[config.mk]
export PLATFORM = sky130hd
export DESIGN_NAME = dual_parallel_port_control
export DESIGN_NICKNAME = d
export VERILOG_FILES = /design/src/shared/dual_port_pkg.sv /design/src/hdl/dual_parallel_port_control.sv /design/src/hdl/pin_edge_sync.sv
export SDC_FILE = /design/constraint.sdc
export NUM_CORES = 1
export LEC_CHECK = 0
export BUFFER_PORTS_ARGS = -buffer_cell sky130_fd_sc_hd__buf_2
export CAP_MARGIN = 0
export CORE_ASPECT_RATIO = 2
export CORE_MARGIN = 1.5
export CORE_UTILIZATION = 52
export DETAILED_ROUTE_END_ITERATION = 12
export PLACE_DENSITY_LB_ADDON = 0.15
export RECOVER_POWER = 100
export SLEW_MARGIN = 10
export SYNTH_ARGS = -nofsm -noshare
export SYNTH_HDL_FRONTEND = slang
export SYNTH_SLANG_ARGS = --single-unit
[constraint.sdc]
create_clock -name clock_i -period 4.9 [get_ports clock_i]
set_input_delay 0.245 -clock clock_i [delete_from_list [all_inputs] [get_ports clock_i]]
set_output_delay 0.245 -clock clock_i [all_outputs]
set_load 0.01 [all_outputs]
[src/shared/dual_port_pkg.sv]
// ********************************************************************
// constants shared by the dual parallel port control block
// ********************************************************************
package dual_port_pkg;

  // ******************************************************************
  // widths and section count
  // ******************************************************************
  localparam int unsigned DATA_W = 8;
  localparam int unsigned SECTIONS = 2;
  localparam int unsigned CTL_RW_W = 6;

  // ******************************************************************
  // values after reset: all zero except the request level, so all lines are inputs
  // ******************************************************************
  localparam logic [7:0] DATA_RESET = 8'h00;
  localparam logic [7:0] DIR_RESET = 8'h00;
  localparam logic [5:0] CTL_RESET = 6'h00;
  localparam logic FLAG_RESET = 1'b0;
  localparam logic IRQ_N_RESET = 1'b1;

  // ******************************************************************
  // control register field positions
  // ******************************************************************
  localparam int unsigned CTL_IRQ_EN_BIT = 0;     // edge flag request enable
  localparam int unsigned CTL_EDGE_POL_BIT = 1;   // 1 = rising edge on irq input
  localparam int unsigned CTL_DATA_SEL_BIT = 2;   // 1 = data, 0 = direction
  localparam int unsigned CTL_DUAL_EN_BIT = 3;    // dual flag enable / static level
  localparam int unsigned CTL_DUAL_POL_BIT = 4;   // 1 = rising edge on dual line
  localparam int unsigned CTL_DUAL_OUT_BIT = 5;   // 1 = dual line is an output
  localparam int unsigned CTL_DUAL_FLAG_BIT = 6;
  localparam int unsigned CTL_EDGE_FLAG_BIT = 7;

  // ******************************************************************
  // select codes {reg_select_high, reg_select_low}
  // ******************************************************************
  localparam logic [1:0] SEL_A_DATA_DIR = 2'h0;
  localparam logic [1:0] SEL_A_CONTROL = 2'h1;
  localparam logic [1:0] SEL_B_DATA_DIR = 2'h2;
  localparam logic [1:0] SEL_B_CONTROL = 2'h3;

  // ******************************************************************
  // synchroniser depth for pins
  // ******************************************************************
  localparam int unsigned SYNC_STAGES = 2;

endpackage

[src/hdl/dual_parallel_port_control.sv]
`timescale 1ns/10ps
`default_nettype none
module dual_parallel_port_control (
  // clock and reset
  input wire logic clock_i,
  input wire logic sys_rst_i,
  // processor bus strobes and selects
  input wire logic enable_strobe_i,
  input wire logic chip_select_0_i,
  input wire logic chip_select_1_i,
  input wire logic chip_select_2_n_i,
  input wire logic reg_select_low_i,
  input wire logic reg_select_high_i,
  input wire logic read_not_write_i,
  // processor data bus, three signals of a two-way pin
  input wire logic [7:0] data_i,
  output logic [7:0] data_o,
  output logic data_oe_o,
  // section a peripheral lines
  input wire logic [7:0] port_a_lines_i,
  output logic [7:0] port_a_lines_o,
  output logic [7:0] port_a_lines_oe_o,
  input wire logic a_irq_input_i,
  input wire logic a_dual_control_line_i,
  output logic a_dual_control_line_o,
  output logic a_dual_control_line_oe_o,
  // section b peripheral lines
  input wire logic [7:0] port_b_lines_i,
  output logic [7:0] port_b_lines_o,
  output logic [7:0] port_b_lines_oe_o,
  input wire logic b_irq_input_i,
  input wire logic b_dual_control_line_i,
  output logic b_dual_control_line_o,
  output logic b_dual_control_line_oe_o,
  // open-drain interrupt requests: level, and enable that pulls low
  output logic a_interrupt_request_n_o,
  output logic a_interrupt_request_oe_o,
  output logic b_interrupt_request_n_o,
  output logic b_interrupt_request_oe_o
);

  // ******************************************************************
  // bus pin synchronisers
  // ******************************************************************

  // all bus pins are asynchronous to clock_i; stage one feeds stage two only
  logic [6:0] bus_meta_reg;
  logic [6:0] bus_sync_reg;
  logic [7:0] din_meta_reg;
  logic [7:0] din_sync_reg;
  logic strobe_last_reg;

  // strobe, selects and direction travel together through two stages
  always_ff @(posedge clock_i) begin
    if (sys_rst_i) begin
      bus_meta_reg <= 7'h00;
      bus_sync_reg <= 7'h00;
    end else begin
      bus_meta_reg <= {enable_strobe_i, chip_select_0_i, chip_select_1_i, chip_select_2_n_i,
                       reg_select_high_i, reg_select_low_i, read_not_write_i};
      bus_sync_reg <= bus_meta_reg;
    end
  end

  // write data is used only at a strobe fall, long after it has settled
  always_ff @(posedge clock_i) begin
    if (sys_rst_i) begin
      din_meta_reg <= 8'h00;
      din_sync_reg <= 8'h00;
    end else begin
      din_meta_reg <= data_i;
      din_sync_reg <= din_meta_reg;
    end
  end

  // strobe history; resets low like an idle strobe, so no false fall
  always_ff @(posedge clock_i) begin
    if (sys_rst_i) begin
      strobe_last_reg <= 1'b0;
    end else begin
      strobe_last_reg <= bus_sync_reg[6];
    end
  end

  // ******************************************************************
  // bus decode
  // ******************************************************************

  // decoded bus terms, all from the second synchroniser stage
  wire strobe_high = bus_sync_reg[6];
  wire chip_selected = bus_sync_reg[5] & bus_sync_reg[4] & ~bus_sync_reg[3];
  wire [1:0] sel_code = bus_sync_reg[2:1];
  wire is_read = bus_sync_reg[0];
  // access acts on the trailing edge of the strobe, when selects are settled
  wire strobe_fall = strobe_last_reg & ~strobe_high;
  wire access_end = strobe_fall & chip_selected;
  wire write_end = access_end & ~is_read;
  wire read_end = access_end & is_read;
  // section chosen by the high select bit, control chosen by the low one
  wire sel_section = sel_code[1];
  wire sel_control = sel_code[0];

  // ******************************************************************
  // port pin synchronisers
  // ******************************************************************

  // port lines are sampled every clock; a read shows them three clocks late
  logic [7:0] pin_meta_reg [dual_port_pkg::SECTIONS];
  logic [7:0] pin_sync_reg [dual_port_pkg::SECTIONS];

  // ******************************************************************
  // per-section register state, read back and outputs
  // ******************************************************************

  logic [7:0] out_reg [dual_port_pkg::SECTIONS];
  logic [7:0] dir_reg [dual_port_pkg::SECTIONS];
  logic [5:0] ctl_reg [dual_port_pkg::SECTIONS];
  logic edge_flag_reg [dual_port_pkg::SECTIONS];
  logic dual_flag_reg [dual_port_pkg::SECTIONS];
  logic irq_n_reg [dual_port_pkg::SECTIONS];
  logic irq_oe_reg [dual_port_pkg::SECTIONS];
  logic dual_out_reg [dual_port_pkg::SECTIONS];
  logic dual_oe_reg [dual_port_pkg::SECTIONS];
  logic [7:0] data_view [dual_port_pkg::SECTIONS];
  logic [7:0] ctl_view [dual_port_pkg::SECTIONS];
  wire [7:0] port_pins [dual_port_pkg::SECTIONS];
  wire irq_pins [dual_port_pkg::SECTIONS];
  wire dual_pins [dual_port_pkg::SECTIONS];

  assign port_pins[0] = port_a_lines_i;
  assign port_pins[1] = port_b_lines_i;
  assign irq_pins[0] = a_irq_input_i;
  assign irq_pins[1] = b_irq_input_i;
  assign dual_pins[0] = a_dual_control_line_i;
  assign dual_pins[1] = b_dual_control_line_i;

  genvar s;
  generate
    for (s = 0; s < dual_port_pkg::SECTIONS; s = s + 1) begin : g_section
      logic irq_rise;
      logic irq_fall;
      logic dual_rise;
      logic dual_fall;

      // edge sensing on the interrupt-only input
      pin_edge_sync u_irq_sync (
        .clock_i(clock_i),
        .sys_rst_i(sys_rst_i),
        .pin_i(irq_pins[s]),
        .level_o(),
        .rise_o(irq_rise),
        .fall_o(irq_fall)
      );

      // edge sensing on the dual-purpose line, even while it is an output
      pin_edge_sync u_dual_sync (
        .clock_i(clock_i),
        .sys_rst_i(sys_rst_i),
        .pin_i(dual_pins[s]),
        .level_o(),
        .rise_o(dual_rise),
        .fall_o(dual_fall)
      );

      // section hit terms
      wire this_section = (sel_section == 1'(s));
      wire data_selected = ctl_reg[s][dual_port_pkg::CTL_DATA_SEL_BIT];
      wire wr_ctl = write_end & this_section & sel_control;
      wire wr_data = write_end & this_section & ~sel_control & data_selected;
      wire wr_dir = write_end & this_section & ~sel_control & ~data_selected;
      wire rd_data = read_end & this_section & ~sel_control & data_selected;

      // flag set terms: edge polarity chosen by bits 1 and 4
      wire edge_set = ctl_reg[s][dual_port_pkg::CTL_EDGE_POL_BIT] ? irq_rise : irq_fall;
      wire dual_is_out = ctl_reg[s][dual_port_pkg::CTL_DUAL_OUT_BIT];
      wire dual_edge = ctl_reg[s][dual_port_pkg::CTL_DUAL_POL_BIT] ? dual_rise : dual_fall;
      wire dual_set = ~dual_is_out & dual_edge;

      // request term from both enabled flags
      wire edge_req = edge_flag_reg[s] & ctl_reg[s][dual_port_pkg::CTL_IRQ_EN_BIT];
      wire dual_req = dual_flag_reg[s] & ctl_reg[s][dual_port_pkg::CTL_DUAL_EN_BIT] & ~dual_is_out;
      wire req_next = edge_req | dual_req;

      // pin synchroniser for the 8 port lines
      always_ff @(posedge clock_i) begin
        if (sys_rst_i) begin
          pin_meta_reg[s] <= 8'h00;
          pin_sync_reg[s] <= 8'h00;
        end else begin
          pin_meta_reg[s] <= port_pins[s];
          pin_sync_reg[s] <= pin_meta_reg[s];
        end
      end

      // data register; a read of it clears both flags
      always_ff @(posedge clock_i) begin
        if (sys_rst_i) begin
          out_reg[s] <= dual_port_pkg::DATA_RESET;
        end else if (wr_data) begin
          out_reg[s] <= din_sync_reg;
        end
      end

      // direction register, zero after reset so every line starts as input
      always_ff @(posedge clock_i) begin
        if (sys_rst_i) begin
          dir_reg[s] <= dual_port_pkg::DIR_RESET;
        end else if (wr_dir) begin
          dir_reg[s] <= din_sync_reg;
        end
      end

      // control register: only the six writable bits are stored
      always_ff @(posedge clock_i) begin
        if (sys_rst_i) begin
          ctl_reg[s] <= dual_port_pkg::CTL_RESET;
        end else if (wr_ctl) begin
          ctl_reg[s] <= din_sync_reg[5:0];
        end
      end

      // edge flag: an edge in the clearing cycle wins, so no event is lost
      always_ff @(posedge clock_i) begin
        if (sys_rst_i) begin
          edge_flag_reg[s] <= dual_port_pkg::FLAG_RESET;
        end else begin
          edge_flag_reg[s] <= edge_set | (edge_flag_reg[s] & ~rd_data);
        end
      end

      // dual line flag, held clear while the line is an output
      always_ff @(posedge clock_i) begin
        if (sys_rst_i) begin
          dual_flag_reg[s] <= dual_port_pkg::FLAG_RESET;
        end else begin
          dual_flag_reg[s] <= ~dual_is_out & (dual_set | (dual_flag_reg[s] & ~rd_data));
        end
      end

      // request follows the flags, so a late enable still raises it;
      // the pull enable has its own flop, so the open-drain pin never glitches
      always_ff @(posedge clock_i) begin
        if (sys_rst_i) begin
          irq_n_reg[s] <= dual_port_pkg::IRQ_N_RESET;
          irq_oe_reg[s] <= ~dual_port_pkg::IRQ_N_RESET;
        end else begin
          irq_n_reg[s] <= ~req_next;
          irq_oe_reg[s] <= req_next;
        end
      end

      // dual line as a static level; the handshake modes are not built
      always_ff @(posedge clock_i) begin
        if (sys_rst_i) begin
          dual_out_reg[s] <= 1'b0;
        end else begin
          dual_out_reg[s] <= ctl_reg[s][dual_port_pkg::CTL_DUAL_EN_BIT];
        end
      end

      // dual line drive enable follows control bit 5
      always_ff @(posedge clock_i) begin
        if (sys_rst_i) begin
          dual_oe_reg[s] <= 1'b0;
        end else begin
          dual_oe_reg[s] <= dual_is_out;
        end
      end

      // read views: inputs show the pin, outputs show the stored value
      assign data_view[s] = (dir_reg[s] & out_reg[s]) | (~dir_reg[s] & pin_sync_reg[s]);
      assign ctl_view[s] = {edge_flag_reg[s], dual_flag_reg[s], ctl_reg[s]};
    end
  endgenerate

  // ******************************************************************
  // read multiplexer and bus drive
  // ******************************************************************

  // pick one of the six locations from select code and data-select bit
  wire sec_data_sel = ctl_reg[sel_section][dual_port_pkg::CTL_DATA_SEL_BIT];
  wire [7:0] sec_data_dir = sec_data_sel ? data_view[sel_section] : dir_reg[sel_section];
  wire [7:0] read_mux = sel_control ? ctl_view[sel_section] : sec_data_dir;
  // drive only while a selected read strobe is high
  wire drive_next = strobe_high & chip_selected & is_read;

  logic [7:0] data_out_reg;
  logic data_oe_reg;

  // read data is refreshed every cycle so it tracks pins during the strobe
  always_ff @(posedge clock_i) begin
    if (sys_rst_i) begin
      data_out_reg <= dual_port_pkg::DATA_RESET;
    end else begin
      data_out_reg <= read_mux;
    end
  end

  // bus drive lags the strobe by the synchroniser, three clocks each way
  always_ff @(posedge clock_i) begin
    if (sys_rst_i) begin
      data_oe_reg <= 1'b0;
    end else begin
      data_oe_reg <= drive_next;
    end
  end

  // ******************************************************************
  // output hookup, every output straight from a flop
  // ******************************************************************

  assign data_o = data_out_reg;
  assign data_oe_o = data_oe_reg;
  assign port_a_lines_o = out_reg[0];
  assign port_a_lines_oe_o = dir_reg[0];
  assign port_b_lines_o = out_reg[1];
  assign port_b_lines_oe_o = dir_reg[1];
  assign a_dual_control_line_o = dual_out_reg[0];
  assign a_dual_control_line_oe_o = dual_oe_reg[0];
  assign b_dual_control_line_o = dual_out_reg[1];
  assign b_dual_control_line_oe_o = dual_oe_reg[1];
  // open drain: the enable pulls the wire low while a request stands
  assign a_interrupt_request_n_o = irq_n_reg[0];
  assign a_interrupt_request_oe_o = irq_oe_reg[0];
  assign b_interrupt_request_n_o = irq_n_reg[1];
  assign b_interrupt_request_oe_o = irq_oe_reg[1];

endmodule
`default_nettype wire

[src/hdl/pin_edge_sync.sv]
`timescale 1ns/10ps
`default_nettype none
// ********************************************************************
// two-stage synchroniser with edge detection for one control pin
// ********************************************************************
module pin_edge_sync (
  // clock and reset
  input wire logic clock_i,
  input wire logic sys_rst_i,
  // pin side
  input wire logic pin_i,
  // synchronised results
  output logic level_o,
  output logic rise_o,
  output logic fall_o
);

  logic meta_reg;
  logic level_reg;
  logic last_reg;
  logic [2:0] armed_reg;

  // first flop feeds only the second; edges come from stages two and three
  always_ff @(posedge clock_i) begin
    if (sys_rst_i) begin
      meta_reg <= 1'b0;
      level_reg <= 1'b0;
      last_reg <= 1'b0;
      armed_reg <= 3'h0;
    end else begin
      meta_reg <= pin_i;
      level_reg <= meta_reg;
      last_reg <= level_reg;
      armed_reg <= {armed_reg[1:0], 1'b1};
    end
  end

  // edges are one-cycle pulses; held off until stage three holds a real
  // pin level, so a pin idling high gives no false rise after reset
  assign level_o = level_reg;
  assign rise_o = armed_reg[2] & level_reg & ~last_reg;
  assign fall_o = armed_reg[2] & ~level_reg & last_reg;

endmodule
`default_nettype wire

== Word level (Yosys, flattened, before mapping) ==
Memory sizes are Yosys's and may differ from the RTL's. A register that Yosys moved wholly into a read port is not among the register bits.
Cells that the tools add are included.
Operators by class
  $lt $le $gt $ge: 1
  muxes and demuxes: 61
  bitwise gates (word level): 112
Operators by type and width (count)
  two-way mux 8 bit: 16
  AND 1 bit: 54
  two-way mux 1 bit: 43
  AND 8 bit: 4
  bitwise OR 1 bit: 28
  NOT 1 bit: 21
  NOT 8 bit: 2
  bitwise OR 8 bit: 2
  two-way mux 6 bit: 2
  >= comparator 2 bit (second input constant): 1
  NOT 1 -> 2 bit: 1
Storage, ports and cells
  register bits: 64
  bits in writable memories: 88
  output and inout port bits: 49
  word-level logic and storage cells: 212
  memories kept: 11
Memories
  dir_reg: words 2, width 8, read ports 3, clocked after memory_dff 1, wr ports 2, line dual_parallel_port_control.sv:116  | logic [7:0] dir_reg [dual_port_pkg::SECTIONS];
  out_reg: words 2, width 8, read ports 2, clocked after memory_dff 0, wr ports 2, line dual_parallel_port_control.sv:115  | logic [7:0] out_reg [dual_port_pkg::SECTIONS];
  pin_meta_reg: words 2, width 8, read ports 2, clocked after memory_dff 0, wr ports 2, line dual_parallel_port_control.sv:108  | logic [7:0] pin_meta_reg [dual_port_pkg::SECTIONS];
  pin_sync_reg: words 2, width 8, read ports 2, clocked after memory_dff 0, wr ports 2, line dual_parallel_port_control.sv:109  | logic [7:0] pin_sync_reg [dual_port_pkg::SECTIONS];
  ctl_reg: words 2, width 6, read ports 3, clocked after memory_dff 1, wr ports 2, line dual_parallel_port_control.sv:117  | logic [5:0] ctl_reg [dual_port_pkg::SECTIONS];
  dual_flag_reg: words 2, width 1, read ports 2, clocked after memory_dff 0, wr ports 2, line dual_parallel_port_control.sv:119  | logic dual_flag_reg [dual_port_pkg::SECTIONS];
  +5 memories

== Logic depth before layout (Yosys ltp) ==
  depth in word-level cells: 12
  depth in mapped cells: 6
  depth with buffers taken out: 4

== Modules after synthesis ==
A second synthesis with hierarchy kept.
Unflattened totals
  cell total of the unflattened synthesis: 412
  area, all modules: 5195.0 µm²
By module, submodules not included
  dual_parallel_port_control: times used 1, cells an instance 356, area each 4504.3 µm², sequential area each 3002.9 µm²
  pin_edge_sync: times used 4, cells an instance 14, area each 172.7 µm², sequential area each 120.1 µm²

== Least setup slack after synthesis ==
OpenSTA, ideal clock, no wires.
  path type: register -> register
  start: reg bus_sync_reg[5]
  end: mem dir_reg[0][0], enable pin
  arrival: 1.246 ns
  slack: 3.324 ns
  cell stages (with the launch flop): 5
  path buffers: 0
  cell sequence: dfxtp_1 nand2_1 nor4_4 nand3_2 nand2_1
RTL lines
  from (decl): line dual_parallel_port_control.sv:48  | logic [6:0] bus_sync_reg;
  from (signal assigned): line dual_parallel_port_control.sv:61  | bus_sync_reg <= bus_meta_reg;
  to (decl): line dual_parallel_port_control.sv:116

==> impl_metrics.json <==
{
  "clk_pin_slew_ns": 0.06,
  "post_cts_buffers": 0,
  "p_per_area_nw_per_um2": 455,
  "skew_ns": 0.0114,
  "ant_nets": 0,
  "vias": 3350,
  "synth_compound_area_frac": 0.0536,
  "slew_viol_final": 0,
  "n_antenna_cell": 0,
  "grt_max_degree": 98,
  "drtIter0Drc": 162,
  "muxShareOfSynthArea": 0.0144,
  "hold_violations": 0,
  "dp_cells": 599,
  "cts_repair_resize_count": 0,
  "tns_ns": 0,
  "numCtsBuffers": 17,
  "worstPathRequired_ns": 4.96,
  "design_area_um2": 5880,
  "portBuffers": 85,
  "cts_root_buf": "clkbuf_16",
  "die_w_um": 71.5,
  "ys_warn_count": 0,
  "synthAdderAreaFrac": 0,
  "fp.dieH_um": 140,
  "hold_ws_ns": 0.0364,
  "ys_seq_elements": 143,
  "clock-sinks": 143,
  "clock_path_buffers": 2,
  "violations": "design-rule violations",
  "fill_cells": 753,
  "rows": 49,
  "via_per_inst": 5.31,
  "route.detailed.wl_per_inst_um": 16.9,
  "min_path_type": "in2reg",
  "synth.avg_cell_area_um2": 11.3,
  "setup_violations": 0,
  "status": "complete, but fails checks",
  "grt-ovfl-total": 0,
  "dpl_cell_area_um2": 5360,
  "grt_pass1_wl_um": 16200,
  "end_kind": "flip-flop",
  "synth_cell_types": 28,
  "synth_simple_gate_area_frac": 0.234,
  "syn-cell-area_um2": 4880,
  "max_cap_viol_count": 0,
  "cp-start-kind": "flip-flop",
  "slew_headroom": 0.280,
  "leakagePower_nw": 2.23,
  "tightest_slew_ns": 1.07,
  "synth_cells": 430,
  "final-seq-area_um2": 3300,
  "antenna_found_initial": 0,
  "wl_um": 10700,
  "grt_setup_unrepaired": "false",
  "start_util": 0.538,
  "critical_path_class": "reg2reg",
  "syn_to_final_growth_pct": 20.4,
  "clock_latency_ns": 0.41,
  "synth_top_family_by_area": "simple AND/OR/NAND/NOR gates",
  "pre_cts_slack_ns": 2.31,
  "p_total_mw": 2.68,
  "finalCritPeriodShare": 0.564,
  "drive_above_1_share": 0.127,
  "num_io_pins": 86,
  "ir_drop_uv": 265,
  "yosysSeqAreaShare": 0.677,
  "layout_min_cycle_time_ns": 2.76,
  "htreeDepth": 4,
  "fin_cells": 631,
  "dp_hpwl_um": 7520,
  "nNetsFinal": 553,
  "core-area_um2": 9070,
  "multiInputGateArea_um2": 1440,
  "gp_congestion": 0.874,
  "die_area_um2": 10000,
  "cts_tree": "done",
  "grt_pass1_vias": 3171,
  "fin_util": 0.648,
  "synth_top_cell_by_area": "dfxtp_1",
  "timing.final.ws_setup_ns": 2.14,
  "synth_top_area_share": 0.406,
  "syn-num-nets": 467,
  "drc": 3,
  "firstDrtPassIters": 11,
  "yosys-top-cells-area": "dfxtp_1 (41%), edfxtp_1 (27%), nor2b_1 (11%)",
  "ctsHoldBuffers": 0,
  "crit_fanout": 15,
  "fmaxAchievable_mhz": 362,
  "crit_arrival_ns": 2.83,
  "track_usage": 0.223,
  "synth_xor_area_frac": 0
}
-- cell usage after synthesis, drive strengths merged --
master	count
nand3	7
buf	7
edfxtp	44
o32ai	2
clkbuf	12
nor2b	83
and3	4
and3b	7
nand4b	1
o211ai	1
mux2i	7
a31oi	6
nand2	33
o21ai	16
nor3b	1
nor4	1
dfxtp	99
a21oi	20
nand3b	11
o22ai	3
inv	5
clkinv	1
nand2b	3
nor2	56
-- where the power goes --
part           leakage [nW]  internal (mW)  total, mW  switching, mW
combinational         0.660         0.0442      0.105         0.0607
clock                 0.302          0.813       1.28          0.465
sequential             1.27           1.27       1.29         0.0261
total                  2.23           2.12       2.68          0.552
-- cell families after synthesis --
logic type / count (synthesis)
and+or+nand+nor: 207
DFF: 143
AOI/OAI and AO/OA: 48
buffers and inverters: 25
muxes: 7
-- cell type report --
type | instances | area share
well taps | 102 | 0.0217
repair buffers | 86 | 0.0632
inverters | 6 | 0.00383
clock inverters | 5 | 0.00596
clock buffers | 27 | 0.0984
multi-input cells | 262 | 0.245
flip-flops and latches | 143 | 0.562
-- placed cells by master, fill, tap and decap left out, drive strengths merged, types with 4 or more instances in the layout --
cell / Yosys / final
inv: 5 / 9
nand2: 33 / 33
buf: 7 / 37
and3: 4 / 4
a21oi: 20 / 20
nor2b: 83 / 83
mux2i: 7 / 7
clkbuf: 12 / 76
nand3: 7 / 7
edfxtp: 44 / 44
o21ai: 16 / 16
nand3b: 11 / 11
and3b: 7 / 7
a31oi: 6 / 6
dfxtp: 99 / 99
nor2: 56 / 56
-- routing by layer --
layer	vias up	global-route usage	routed length, µm
met2	146	0.388	5630
met1	1565	0.218	3680
met5	-	0	0
met4	0	0.168	702
li1	1606	-	-
met3	33	0.0576	643
-- path summary, 6_finish.rpt --
path                                                    start                             to  slack [ns]  cells past startpoint
worst min-delay path                        port_b_lines_i[2]  pin_meta_reg[1][2]$_SDFF_PP0_        0.04                      2
worst max register to register     bus_sync_reg[2]$_SDFF_PP0_    dir_reg[1][5]$_SDFFCE_PN0P_        2.14                      3
worst min register to register  pin_meta_reg[1][5]$_SDFF_PP0_  pin_sync_reg[1][5]$_SDFF_PP0_        0.43                      1
worst max-delay path               bus_sync_reg[2]$_SDFF_PP0_    dir_reg[1][5]$_SDFFCE_PN0P_        2.14                      3
-- critical path: stages, from the launching register on --
cell	delay (ns)
dfxtp_1	0.82
nor2b_1	0.68
nand3b_1	0.43
nand2_1	0.48
Note: power is estimated with default switching activity, not from simulation.
